## src/dpc_pkg.sv

```systemverilog
/*
  Package for the drive profile control and status register bank.
  Assumes one device clock; object access comes through a plain object port.
*/
`default_nettype none
package dpc_pkg;
  // ==========================================================
  // Object indexes
  localparam logic [15:0] IDX_ERROR  = 16'h603f;
  localparam logic [15:0] IDX_CTRL   = 16'h6040;
  localparam logic [15:0] IDX_STATUS = 16'h6041;
  localparam logic [15:0] IDX_QSOPT  = 16'h605a;
  // ==========================================================
  // Reset values and fields
  localparam logic [15:0] CTRL_RST   = 16'h0000;
  localparam logic [15:0] QSOPT_RST  = 16'h0002;
  localparam logic [7:0]  ERR_HIGH   = 8'hff;
  localparam logic [15:0] ERR_NONE   = 16'h0000;
  localparam int          CW_FAULT_RST = 7;
  localparam int          CW_HALT      = 8;
  localparam int          SW_WARN      = 7;
  localparam int          SW_REMOTE    = 9;
  localparam int          SW_ILIMIT    = 11;
  // ==========================================================
  // Drive states
  typedef enum logic [2:0] {
    DPC_NOT_READY,
    DPC_SW_DISABLED,
    DPC_READY,
    DPC_SWITCHED_ON,
    DPC_OP_ENABLED,
    DPC_QS_ACTIVE,
    DPC_FAULT_REACT,
    DPC_FAULT
  } dpc_state_t;
endpackage
`default_nettype wire

```

## src/dpc_obj_if.sv

```systemverilog
/*
  Interface carrying the drive state between the bank and the state machine.
  Assumes both ends share sys_clk.
*/
`default_nettype none
interface dpc_obj_if;
  logic [15:0]         ctrl;
  logic                alarm;
  logic                init_done;
  logic                motor_stopped;
  logic [15:0]         qs_opt;
  dpc_pkg::dpc_state_t state;
  logic                cur_off;
  modport bank (output ctrl, alarm, init_done, motor_stopped, qs_opt, input state, cur_off);
  modport fsm  (input ctrl, alarm, init_done, motor_stopped, qs_opt, output state, cur_off);
endinterface
`default_nettype wire

```

## src/dpc_state_fsm.sv

```systemverilog
/*
  Drive state machine stepped by control word bits 0 to 3.
  Assumes inputs are synchronous to sys_clk.
*/
`default_nettype none
module dpc_state_fsm (
  // Clock and reset
  input  wire logic sys_clk,
  input  wire logic sys_rst,
  // Object link
  dpc_obj_if.fsm    obj
);
  dpc_pkg::dpc_state_t state_ff;
  dpc_pkg::dpc_state_t nxt_state;
  logic so, ev, qs, eo;

  // ==========================================================
  // Command decode
  always_comb
  begin
    so = obj.ctrl[0];
    ev = obj.ctrl[1];
    qs = obj.ctrl[2];
    eo = obj.ctrl[3];
    nxt_state = state_ff;
    unique case (state_ff)
      dpc_pkg::DPC_NOT_READY:
        if (obj.init_done)
          nxt_state = dpc_pkg::DPC_SW_DISABLED;
      dpc_pkg::DPC_SW_DISABLED:
        if (ev && qs && !so)
          nxt_state = dpc_pkg::DPC_READY;
      dpc_pkg::DPC_READY:
        if (!ev || !qs)
          nxt_state = dpc_pkg::DPC_SW_DISABLED;
        else if (so)
          nxt_state = dpc_pkg::DPC_SWITCHED_ON;
      dpc_pkg::DPC_SWITCHED_ON:
        if (!ev || !qs)
          nxt_state = dpc_pkg::DPC_SW_DISABLED;
        else if (!so)
          nxt_state = dpc_pkg::DPC_READY;
        else if (eo)
          nxt_state = dpc_pkg::DPC_OP_ENABLED;
      dpc_pkg::DPC_OP_ENABLED:
        if (!ev)
          nxt_state = dpc_pkg::DPC_SW_DISABLED;
        else if (!qs)
          nxt_state = dpc_pkg::DPC_QS_ACTIVE;
        else if (!so)
          nxt_state = dpc_pkg::DPC_READY;
        else if (!eo)
          nxt_state = dpc_pkg::DPC_SWITCHED_ON;
      dpc_pkg::DPC_QS_ACTIVE:
        if (!ev)
          nxt_state = dpc_pkg::DPC_SW_DISABLED;
        else if (obj.motor_stopped && obj.qs_opt[2:0] <= 3'h3)
          nxt_state = dpc_pkg::DPC_SW_DISABLED;
      dpc_pkg::DPC_FAULT_REACT:
        if (obj.motor_stopped)
          nxt_state = dpc_pkg::DPC_FAULT;
      dpc_pkg::DPC_FAULT:
        if (!obj.alarm)
          nxt_state = dpc_pkg::DPC_SW_DISABLED;
    endcase
    if (obj.alarm && state_ff != dpc_pkg::DPC_FAULT && state_ff != dpc_pkg::DPC_FAULT_REACT)
      nxt_state = dpc_pkg::DPC_FAULT_REACT;
  end

  always_ff @(posedge sys_clk or posedge sys_rst)
  begin
    if (sys_rst)
      state_ff <= dpc_pkg::DPC_NOT_READY;
    else
      state_ff <= nxt_state;
  end

  assign obj.state   = state_ff;
  assign obj.cur_off = (state_ff == dpc_pkg::DPC_QS_ACTIVE) && (obj.qs_opt[2:0] == 3'h0);
endmodule
`default_nettype wire

```

## src/dpc_bank.sv

```systemverilog
/*
  Drive profile control and status object bank.
  Assumes the object port is synchronous to sys_clk; alarm, information and
  limit inputs come from pins and are filtered here; init_done and motor_stopped pass unfiltered.
*/
`default_nettype none
module dpc_bank (
  // Clock and reset
  input  wire logic        sys_clk,
  input  wire logic        sys_rst,
  // Object access
  input  wire logic        obj_wr,
  input  wire logic [15:0] obj_index,
  input  wire logic [15:0] obj_wdata,
  output logic      [15:0] obj_rdata,
  // Drive conditions from pins
  input  wire logic        alarm_raise,
  input  wire logic [7:0]  alarm_code,
  input  wire logic        info_cond,
  input  wire logic        limit_cond,
  input  wire logic        init_done,
  input  wire logic        motor_stopped,
  // Drive commands
  output logic      [2:0]  mode_bits,
  output logic             halt_req,
  output logic      [2:0]  stop_mode,
  output logic             current_off
);
  dpc_obj_if obj ();

  logic [15:0] ctrl_ff, nxt_ctrl;
  logic [15:0] qsopt_ff, nxt_qsopt;
  logic [15:0] qspend_ff, nxt_qspend;
  logic        pend_ff, nxt_pend;
  logic        alarm_ff, nxt_alarm;
  logic [7:0]  code_ff, nxt_code;
  logic        fr_prev_ff;
  logic [15:0] rdata_ff, nxt_rdata;
  logic [15:0] err_word, status_word;
  logic [2:0]  s1_ff, s2_ff, s3_ff, cond_ff, nxt_cond;
  logic [7:0]  cs1_ff, cs2_ff, cs3_ff, code_sync_ff, nxt_code_sync;
  logic        qs_running;

  function automatic logic legal_qs(input logic [15:0] v);
    legal_qs = (v <= 16'h0007) && (v != 16'h0004);
  endfunction

  // ==========================================================
  // Pin filtering: a change counts once stages two and three agree
  always_ff @(posedge sys_clk or posedge sys_rst)
  begin
    if (sys_rst)
    begin
      s1_ff <= 3'h0;
      s2_ff <= 3'h0;
      s3_ff <= 3'h0;
      cond_ff <= 3'h0;
      cs1_ff <= 8'h00;
      cs2_ff <= 8'h00;
      cs3_ff <= 8'h00;
      code_sync_ff <= 8'h00;
    end
    else
    begin
      s1_ff <= {alarm_raise, info_cond, limit_cond};
      s2_ff <= s1_ff;
      s3_ff <= s2_ff;
      cond_ff <= nxt_cond;
      cs1_ff <= alarm_code;
      cs2_ff <= cs1_ff;
      cs3_ff <= cs2_ff;
      code_sync_ff <= nxt_code_sync;
    end
  end

  always_comb
  begin
    // Whole code word taken only when both stages agree
    nxt_code_sync = (cs2_ff == cs3_ff) ? cs3_ff : code_sync_ff;
    for (int i = 0; i < 3; i++)
      nxt_cond[i] = (s2_ff[i] == s3_ff[i]) ? s3_ff[i] : cond_ff[i];
  end

  // ==========================================================
  // Object registers
  assign qs_running = (obj.state == dpc_pkg::DPC_QS_ACTIVE) && !motor_stopped;

  always_comb
  begin
    nxt_ctrl   = ctrl_ff;
    nxt_qsopt  = qsopt_ff;
    nxt_qspend = qspend_ff;
    nxt_pend   = pend_ff;
    nxt_alarm  = alarm_ff;
    nxt_code   = code_ff;
    if (obj_wr && obj_index == dpc_pkg::IDX_CTRL)
      nxt_ctrl = obj_wdata;
    if (obj_wr && obj_index == dpc_pkg::IDX_QSOPT && legal_qs(obj_wdata))
    begin
      if (qs_running)
      begin
        nxt_qspend = obj_wdata;
        nxt_pend   = 1'b1;
      end
      else
      begin
        nxt_qsopt = obj_wdata;
        nxt_pend  = 1'b0;
      end
    end
    else if (pend_ff && !qs_running)
    begin
      nxt_qsopt = qspend_ff;
      nxt_pend  = 1'b0;
    end
    if (ctrl_ff[dpc_pkg::CW_FAULT_RST] && !fr_prev_ff)
      nxt_alarm = 1'b0;
    // New alarm wins over the clear
    if (cond_ff[2] && !alarm_ff)
    begin
      nxt_alarm = 1'b1;
      nxt_code  = code_sync_ff;
    end
  end

  always_ff @(posedge sys_clk or posedge sys_rst)
  begin
    if (sys_rst)
    begin
      ctrl_ff    <= dpc_pkg::CTRL_RST;
      qsopt_ff   <= dpc_pkg::QSOPT_RST;
      qspend_ff  <= dpc_pkg::QSOPT_RST;
      pend_ff    <= 1'b0;
      alarm_ff   <= 1'b0;
      code_ff    <= 8'h00;
      fr_prev_ff <= 1'b0;
      rdata_ff   <= 16'h0000;
    end
    else
    begin
      ctrl_ff    <= nxt_ctrl;
      qsopt_ff   <= nxt_qsopt;
      qspend_ff  <= nxt_qspend;
      pend_ff    <= nxt_pend;
      alarm_ff   <= nxt_alarm;
      code_ff    <= nxt_code;
      fr_prev_ff <= ctrl_ff[dpc_pkg::CW_FAULT_RST];
      rdata_ff   <= nxt_rdata;
    end
  end

  // ==========================================================
  // Read words
  always_comb
  begin
    // alarm code with FF high byte
    err_word = alarm_ff ? {dpc_pkg::ERR_HIGH, code_ff} : dpc_pkg::ERR_NONE;
    status_word = 16'h0000;
    unique case (obj.state)
      dpc_pkg::DPC_NOT_READY:   status_word[6:0] = 7'h00;
      dpc_pkg::DPC_SW_DISABLED: status_word[6:0] = 7'h40;
      dpc_pkg::DPC_READY:       status_word[6:0] = 7'h21;
      dpc_pkg::DPC_SWITCHED_ON: status_word[6:0] = 7'h33;
      dpc_pkg::DPC_OP_ENABLED:  status_word[6:0] = 7'h37;
      dpc_pkg::DPC_QS_ACTIVE:   status_word[6:0] = 7'h17;
      dpc_pkg::DPC_FAULT_REACT: status_word[6:0] = 7'h1f;
      dpc_pkg::DPC_FAULT:       status_word[6:0] = 7'h08;
    endcase
    status_word[dpc_pkg::SW_WARN]   = cond_ff[1];
    status_word[dpc_pkg::SW_REMOTE] = init_done;
    status_word[dpc_pkg::SW_ILIMIT] = cond_ff[0];
    unique case (obj_index)
      dpc_pkg::IDX_ERROR:  nxt_rdata = err_word;
      dpc_pkg::IDX_CTRL:   nxt_rdata = ctrl_ff;
      dpc_pkg::IDX_STATUS: nxt_rdata = status_word;
      dpc_pkg::IDX_QSOPT:  nxt_rdata = qsopt_ff;
      default:             nxt_rdata = 16'h0000;
    endcase
  end

  assign obj_rdata = rdata_ff;

  // ==========================================================
  // State machine link
  assign obj.ctrl          = ctrl_ff;
  assign obj.alarm         = alarm_ff;
  assign obj.init_done     = init_done;
  assign obj.motor_stopped = motor_stopped;
  assign obj.qs_opt        = qsopt_ff;

  dpc_state_fsm u_fsm (
    .sys_clk (sys_clk),
    .sys_rst (sys_rst),
    .obj     (obj)
  );

  // mode bits passed to active mode
  assign mode_bits   = ctrl_ff[6:4];
  assign halt_req    = ctrl_ff[dpc_pkg::CW_HALT] && (obj.state == dpc_pkg::DPC_OP_ENABLED);
  assign stop_mode   = (obj.state == dpc_pkg::DPC_QS_ACTIVE) ? qsopt_ff[2:0] : 3'h0;
  assign current_off = obj.cur_off;
endmodule
`default_nettype wire

```

## config.mk

```make
export PLATFORM = sky130hd
export DESIGN_NAME = dpc_bank
export DESIGN_NICKNAME = d
export VERILOG_FILES = /design/src/dpc_pkg.sv /design/src/dpc_obj_if.sv /design/src/dpc_state_fsm.sv /design/src/dpc_bank.sv
export SDC_FILE = /design/constraint.sdc
export NUM_CORES = 1
export LEC_CHECK = 0
export BUFFER_PORTS_ARGS = -buffer_cell sky130_fd_sc_hd__buf_2
export CAP_MARGIN = 20
export CELL_PAD_IN_SITES_DETAIL_PLACEMENT = 0
export CELL_PAD_IN_SITES_GLOBAL_PLACEMENT = 1
export CORE_ASPECT_RATIO = 1.4
export CORE_MARGIN = 2
export CORE_UTILIZATION = 25
export CTS_CLUSTER_DIAMETER = 40
export DETAILED_ROUTE_END_ITERATION = 6
export PLACE_DENSITY_LB_ADDON = 0.1
export RECOVER_POWER = 100
export SYNTH_ARGS = -nofsm -noshare
export SYNTH_HDL_FRONTEND = slang
export SYNTH_HIERARCHICAL = 1
export SYNTH_SLANG_ARGS = --single-unit
export TNS_END_PERCENT = 10
```

## constraint.sdc

```tcl
create_clock -name sys_clk -period 4.65 [get_ports sys_clk]
set_clock_uncertainty 0.2 [all_clocks]
set_input_delay 0.2325 -clock sys_clk [delete_from_list [all_inputs] [get_ports sys_clk]]
set_output_delay 0.2325 -clock sys_clk [all_outputs]
set_load 0.05 [all_outputs]
```

==> impl_metrics.toml, run 1 <==
[status]
outcome = "complete, but fails checks"
violations = "max-capacitance violations, max-slew violations"

[timing]
tns_ns = 0
min_period_ns = 3.08
timing.final.hold_violations = 0
post-route-period-util = 0.662
setup_viol = 0
slew_headroom = -0.147
clock.fmax_mhz = 325
rsz0062_at_grt = "no"
worstMarginPinSlew_ns = 1.70
slew_viol_final = 14

[yosys]
synth.distinct_cells = 59
async_flop_share = 1.00
synth.avg_cell_area_sq_um = 13.0
yosys_most_used_dff = "dfrtp_1"
yosysWarnings = 6
synth_top_area_share = 0.621
syn_nets = 419
yosys.area.top_type = "dfrtp_1"
synth_area_leaders = "dfrtp_1, mux2_2, a221o_1"
netlist_area_sq_um = 4830
yosysSeqAreaShare = 0.632
synth_edf_count = 0
synthCells = 371
ys_ff_latch = 122

[routing]
finalWirelength_um = 12400
via_per_inst = 4.47
vias = 3285
drtPass1Iterations = 4
drt_iter0_drc = 166
ant_nets = 0
drc = 0
post_drt_wl_per_cell_um = 16.9

[cells_and_area]
multiInputGateArea_sq_um = 1600
antenna_cells_inserted = 0
nNetsFinal = 524
design_area_sq_um = 6230
drive_gt1_frac = 0.236
seq_area_sq_um = 3060
nFillCells = 1966
syn_to_final_growth_pct = 29.0

[critical_path]
startpoint = "obj_wdata[0]"
reg2reg_depth = 5
criticalPathCategory = "in -> reg"
cp_data_required_time_ns = 4.79
critPathLaunchType = "input pin"
cp-end-kind = "flop"
r2r-end = "obj.qs_opt[7]"
arrival_ns = 3.22
ff2ff_setup_slack_ns = 1.88
path_max_fanout = 13
r2r_start = "u_fsm/obj.state[0]"

[pwr]
worst_ir_drop_vdd_v = 0.000233
switching_share = 0.212
p_leak_nw = 2.93
pwr_density_cell_nw_per_um2 = 403
pwr-share-seq = 0.440
cell_internal_pwr_mw = 1.98
clock_power_share = 0.523
p_switching_mw = 0.532
p_comb_frac = 0.037

[clocking]
path_clk_slew_ns = 0.06
ctsResizeCount = 0
root_buffer = "clkbuf_16"
cts_tree = "done"
htree_levels = 4
cts.path.max_buffers = 2
cts.sinks = 122
cts_buffers = 17
clk-insertion-delay-late_ns = 0.41

[die]
die_x_um = 122
rows = 60
start_util = 0.253
io_pins = 72
die_y_um = 169
core-area_sq_um = 19100
die-area_sq_um = 20500

[grt]
grt_pass1_wl_um = 19500
grt_max_degree = 70
grt.overflow.total = 0
grt_pass1_vias = 3482
track_usage = 0.130
antenna_found_initial = 0

[place]
gp_congestion = 0.706
placed_area_sq_um = 5430
dpl.hpwl_um = 8950
io_buffers = 71

[hold_path]
min-delay-start = "motor_stopped"
min_to = "obj.qs_opt[1]"
holdPathStages = 4
hp-class = "in -> reg"

[flow_run]
maxCapViolCount = 1
-- state kept, by name, indices dropped and copies added, names as in the netlist --
name             count
u_fsm/obj.state      3
cs3_ff               8
s3_ff                3
cond_ff              3
obj.qs_opt          16
qspend_ff           16
s1_ff                3
s2_ff                3
code_sync_ff         8
fr_prev_ff           1
cs1_ff               8
code_ff              8
obj_rdata           16
cs2_ff               8
alarm_ff             1
ctrl_ff             16
pend_ff              1
-- layer usage --
layer,share of wire,global-route usage,vias up
met5,0,0,-
met4,0.023,0.0545,0
met3,0.047,0.0347,21
met2,0.52,0.223,91
met1,0.41,0.151,1614
li1,-,-,1559
-- through the flow --
step / worst slack [ns] / instances / utilization / hold WS, ns / total power, mW
after floorplan: 1.06 / 371 / - / -0.214 / 1.16
after CTS: 1.82 / 735 / 0.331 / 0.0119 / 2.56
after global placement: 1.92 / 675 / 0.284 / -0.0213 / 1.20
after detailed placement: 1.94 / 676 / 0.285 / -0.0233 / 1.21
after global routing: 1.34 / 735 / 0.327 / 0.0209 / 2.62
final: 1.57 / 735 / 0.327 / 0.0199 / 2.51
-- how the worst max path moves through the flow --
stage	to	slack [ns]	cells past startpoint
2_1_floorplan	alarm_ff	1.06	1
3_3_place_gp	qspend_ff[0]	1.92	6
3_5_place_dp	qspend_ff[0]	1.94	6
4_1_cts	qspend_ff[0]	1.82	7
5_1_grt	obj.qs_opt[10]	1.34	6
6_report	obj.qs_opt[7]	1.57	6
-- area by class of cell --
class	count	area share
clock inverters	12	0.0243
well taps	248	0.0498
flip-flops and latches	122	0.490
inverters	9	0.00582
repair buffers	105	0.103
clock buffers	18	0.0705
multi-input cells	221	0.257
-- cells by family after synthesis --
| group | share of synthesized area |
|---|---|
| buffers and inverters | 0.0316 |
| DFF | 0.632 |
| and+or+nand+nor | 0.145 |
| muxes | 0.0627 |
| xor gates and xnor gates | 0.0145 |
| adders and majority gates | 0.00621 |
| AOI/OAI and AO/OA | 0.107 |
-- synthesized netlist by cell type (2+ instances only) --
cell         n
mux2_2      21
xnor2_1      2
mux2_1       5
nor2_1      11
a22oi_1      2
nand3_1      8
a2111oi_0    2
o21bai_1     2
nor2b_1      2
a21o_1       4
nor3_1       5
nor3b_1      2
and3_1       6
clkbuf_1     4
nor4_1       3
dfstp_2      2
and4_1       3
xor2_1       6
buf_4        9
buf_2        5
inv_1        9
nand4_1     10
dfrtp_1    120
a21oi_1      8
and2_1      14
a221o_1     14
and3_2       3
nand2_2      3
maj3_1       3
o21ai_0      6
nand2_1     32
nand3b_1     3
a22o_1      16
-- power groups by stage --
stage / logic, mW / registers, mW / clock network (mW)
3_5_place_dp: 0.0802 / 1.13 / 0
4_1_cts: 0.0989 / 1.11 / 1.35
6_report: 0.0935 / 1.11 / 1.31
2_1_floorplan: 0.0392 / 1.12 / 0
3_3_place_gp: 0.0794 / 1.12 / 0
5_1_grt: 0.107 / 1.11 / 1.40
-- cells in the final DEF (no fill, tap or decap), types with 4 or more instances in the layout --
cell type / n
dfrtp_1: 120
buf_2: 45
nand2_1: 35
dlygate4sd3_1: 29
clkbuf_1: 28
mux2_2: 21
clkbuf_16: 17
a22o_1: 16
a221o_1: 14
nor2_1: 11
and2_0: 10
nand4_1: 10
inv_1: 8
nand3_1: 8
a21oi_1: 8
o21ai_0: 7
and3_1: 6
xor2_1: 6
mux2_1: 5
nor3_1: 5
clkinvlp_4: 5
nor4_1: 4
and2_1: 4
a21o_1: 4
-- critical path: stages --
cell and delay (ns):
dlygate4sd3_1 0.53, buf_2 0.15, o311a_1 0.39, and4_1 0.29, o21ai_0 1.31, a22o_1 0.31
-- repair_timing --
action / CTS / global route
buffers inserted: 0 / 0
hold endpoints to repair: 105 / 0
hold buffers: 29 / 0
No activity file was read; power rests on OpenSTA's default activity.
==> run 2: changes to the inputs <==
- ABC_AREA: unset -> 1
- clock period: 4.65 -> 2.6 ns (I/O delays scaled with it)
==> run 2 against run 1 <==
The run still ends with max-capacitance violations, max-slew violations left. Cell count grew 34%. Via count grew 29%. Clock power up 78%. Non-clock buffer count is 19 higher. Global-route usage up 0.72 points. Cell area up 9.0%. Sequential share of layout area shrank 4.0 points. Clock-buffer cell count is 1 lower. Core utilization increased by 0.48 points. Critical path type unchanged. Critical endpoint is now qspend_ff[1]. Largest cell class unchanged.
==> impl_metrics.toml, run 2 <==
[clocking]
postCtsSetupRepairBufs = 0
cts_buffers = 17
path_clk_slew_ns = 0.07
ctsHoldBuffers = 45
htree_levels = 4
ctsResizeCount = 0
clk-insertion-delay-late_ns = 0.42
cts_tree = "done"
root_buffer = "clkbuf_16"
cts.sinks = 122
cts.path.max_buffers = 2

[hold_path]
min_to = "obj_rdata[7]"
hp-class = "in -> reg"
min-delay-start = "obj_index[7]"
holdPathStages = 6

[grt]
track_usage = 0.137
grt_use_met3 = 0.0273
grt_pass1_wl_um = 23300
antenna_found_initial = 0
top_usage_layer = "met2"
grt_max_degree = 120
met2_usage = 0.240
grt.overflow.total = 0
use_met1 = 0.166
grt_pass1_vias = 4348

[yosys]
yosysSeqAreaShare = 0.588
synth_edf_count = 0
synthTopCellsByCount = "nand2_1, dfrtp_1, nor2_1, inv_1, nand3_1"
synthCells = 591
ys_ff_latch = 122
yosys.area.top_type = "dfrtp_1"
synth.avg_cell_area_sq_um = 8.79
yosysWarnings = 6
synth_area_leaders = "dfrtp_1, nand2_1, nor2_1"
syn_nets = 639
synth_top_area_share = 0.578
netlist_area_sq_um = 5200
synth.most_common_cell = "nand2_1"
async_flop_share = 1.00
yosys_most_used_dff = "dfrtp_1"
synth.distinct_cells = 30

[cells_and_area]
design_area_sq_um = 6790
nFillCells = 2221
final_core_util = 0.332
layout_common_cells = "nand2_1, dfrtp_1, nor2_1"
drive_gt1_frac = 0.136
nNetsFinal = 763
final_common_cell = "nand2_1"
syn_to_final_growth_pct = 30.7
antenna_cells_inserted = 0

[pwr]
p_comb_frac = 0.147
clock_power_share = 0.449
worst_ir_drop_vdd_v = 0.000407
p_total_mw = 5.19
switching_share = 0.308
p_leak_nw = 3.39
pwr-share-seq = 0.404
p_switching_mw = 1.60
pwr_density_cell_nw_per_um2 = 764
cell_internal_pwr_mw = 3.59

[routing]
via_per_inst = 4.32
ant_nets = 0
post_drt_wl_per_cell_um = 14.5
finalWirelength_um = 14300
drt_iter0_drc = 192
drtPass1Iterations = 4
vias = 4249
drc = 0

[timing]
min_period_ns = 2.33
rsz0062_at_grt = "no"
post-route-period-util = 0.895
timing.final.hold_violations = 0
slew_headroom = -0.146
worstMarginPinSlew_ns = 1.72
holdWs_ns = 0.0105
slew_viol_final = 120
tns_ns = 0
setup_viol = 0
clock.fmax_mhz = 430

[critical_path]
reg2reg_depth = 9
criticalPathCategory = "in -> reg"
path_max_fanout = 7
cp-end-kind = "flop"
r2r-end = "obj.qs_opt[7]"
r2r_start = "u_fsm/obj.state[1]"
arrival_ns = 2.47
critPathLaunchType = "input pin"
ff2ff_setup_slack_ns = 0.31
cp_data_required_time_ns = 2.74

[die]
die-area_sq_um = 22000
io_pins = 72
die_y_um = 175
start_util = 0.254
die_x_um = 126
rows = 62
core-area_sq_um = 20500

[place]
dpl.hpwl_um = 10000
io_buffers = 71
placed_area_sq_um = 5850
gp_congestion = 0.795

[status]
violations = "max-capacitance violations, max-slew violations"
outcome = "complete, but fails checks"

[flow_run]
maxCapViolCount = 1
## run 2: area by class of cell
type                    count  area, sq um  area share
well taps                 256          320      0.0472
multi-input cells         378         1720       0.253
clock buffers              17          425      0.0626
inverters                  72          274      0.0403
flip-flops and latches    122         3060       0.450
clock inverters            15          168      0.0247
repair buffers            124          828       0.122
## run 2: kinds of logic (layout without fill, tap and decap cells)
group | Yosys count | in the layout | share of synthesized area
flip-flops | 122 | 122 | 0.588
AO/OA/AOI/OAI | 36 | 36 | 0.0409
AND/OR/NAND/NOR | 329 | 329 | 0.276
XOR/XNOR | 8 | 8 | 0.0135
buffers and inverters | 91 | 228 | 0.0717
adder cells (fa/ha/maj) | 3 | 3 | 0.00578
multiplexers | 2 | 2 | 0.00433
## run 2: worst max-delay path by stage
stage	from	to	depth (start not counted)
6_report	obj_wdata[6]	qspend_ff[1]	11
5_1_grt	u_fsm/obj.state[1]	obj.qs_opt[2]	9
4_1_cts	obj_index[4]	ctrl_ff[8]	9
3_5_place_dp	u_fsm/obj.state[1]	obj.qs_opt[7]	9
3_3_place_gp	u_fsm/obj.state[1]	obj.qs_opt[6]	9
2_1_floorplan	u_fsm/obj.state[2]	current_off	5
## run 2: per-stage QoR
stage / setup WS [ns] / cells
global route: 0.0613 / 984
detailed placement: 0.600 / 907
floorplan: -0.0128 / 591
global placement: 0.587 / 907
CTS: 0.267 / 984
finish: 0.273 / 984
## run 2: critical path: stages
cell and delay, ns:
dlygate4sd3_1 0.53, clkbuf_1 0.14, nor2_1 0.20, inv_1 0.06, nor2_1 0.18, nand3_1 0.10, nor2_1 0.20, nand2_1 0.20
nand2_1 0.10, o21ai_0 0.07, dlygate4sd3_1 0.56
## run 2: per-layer routing
metal  wire, um  up-vias  part of all wire
li1           -     2130                 -
met1       6280     2032              0.44
met2       7450       73              0.52
met3        395       14             0.028
met4        184        0             0.013
met5          0        -                 0
## run 2: power by group through the flow
stage | registers, mW | logic (mW) | clock network (mW)
floorplan | 2.14 | 0.478 | 0
global placement | 2.13 | 0.747 | 0
detailed placement | 2.13 | 0.744 | 0
CTS | 2.10 | 0.790 | 2.40
global route | 2.11 | 0.871 | 2.49
finish | 2.09 | 0.764 | 2.33
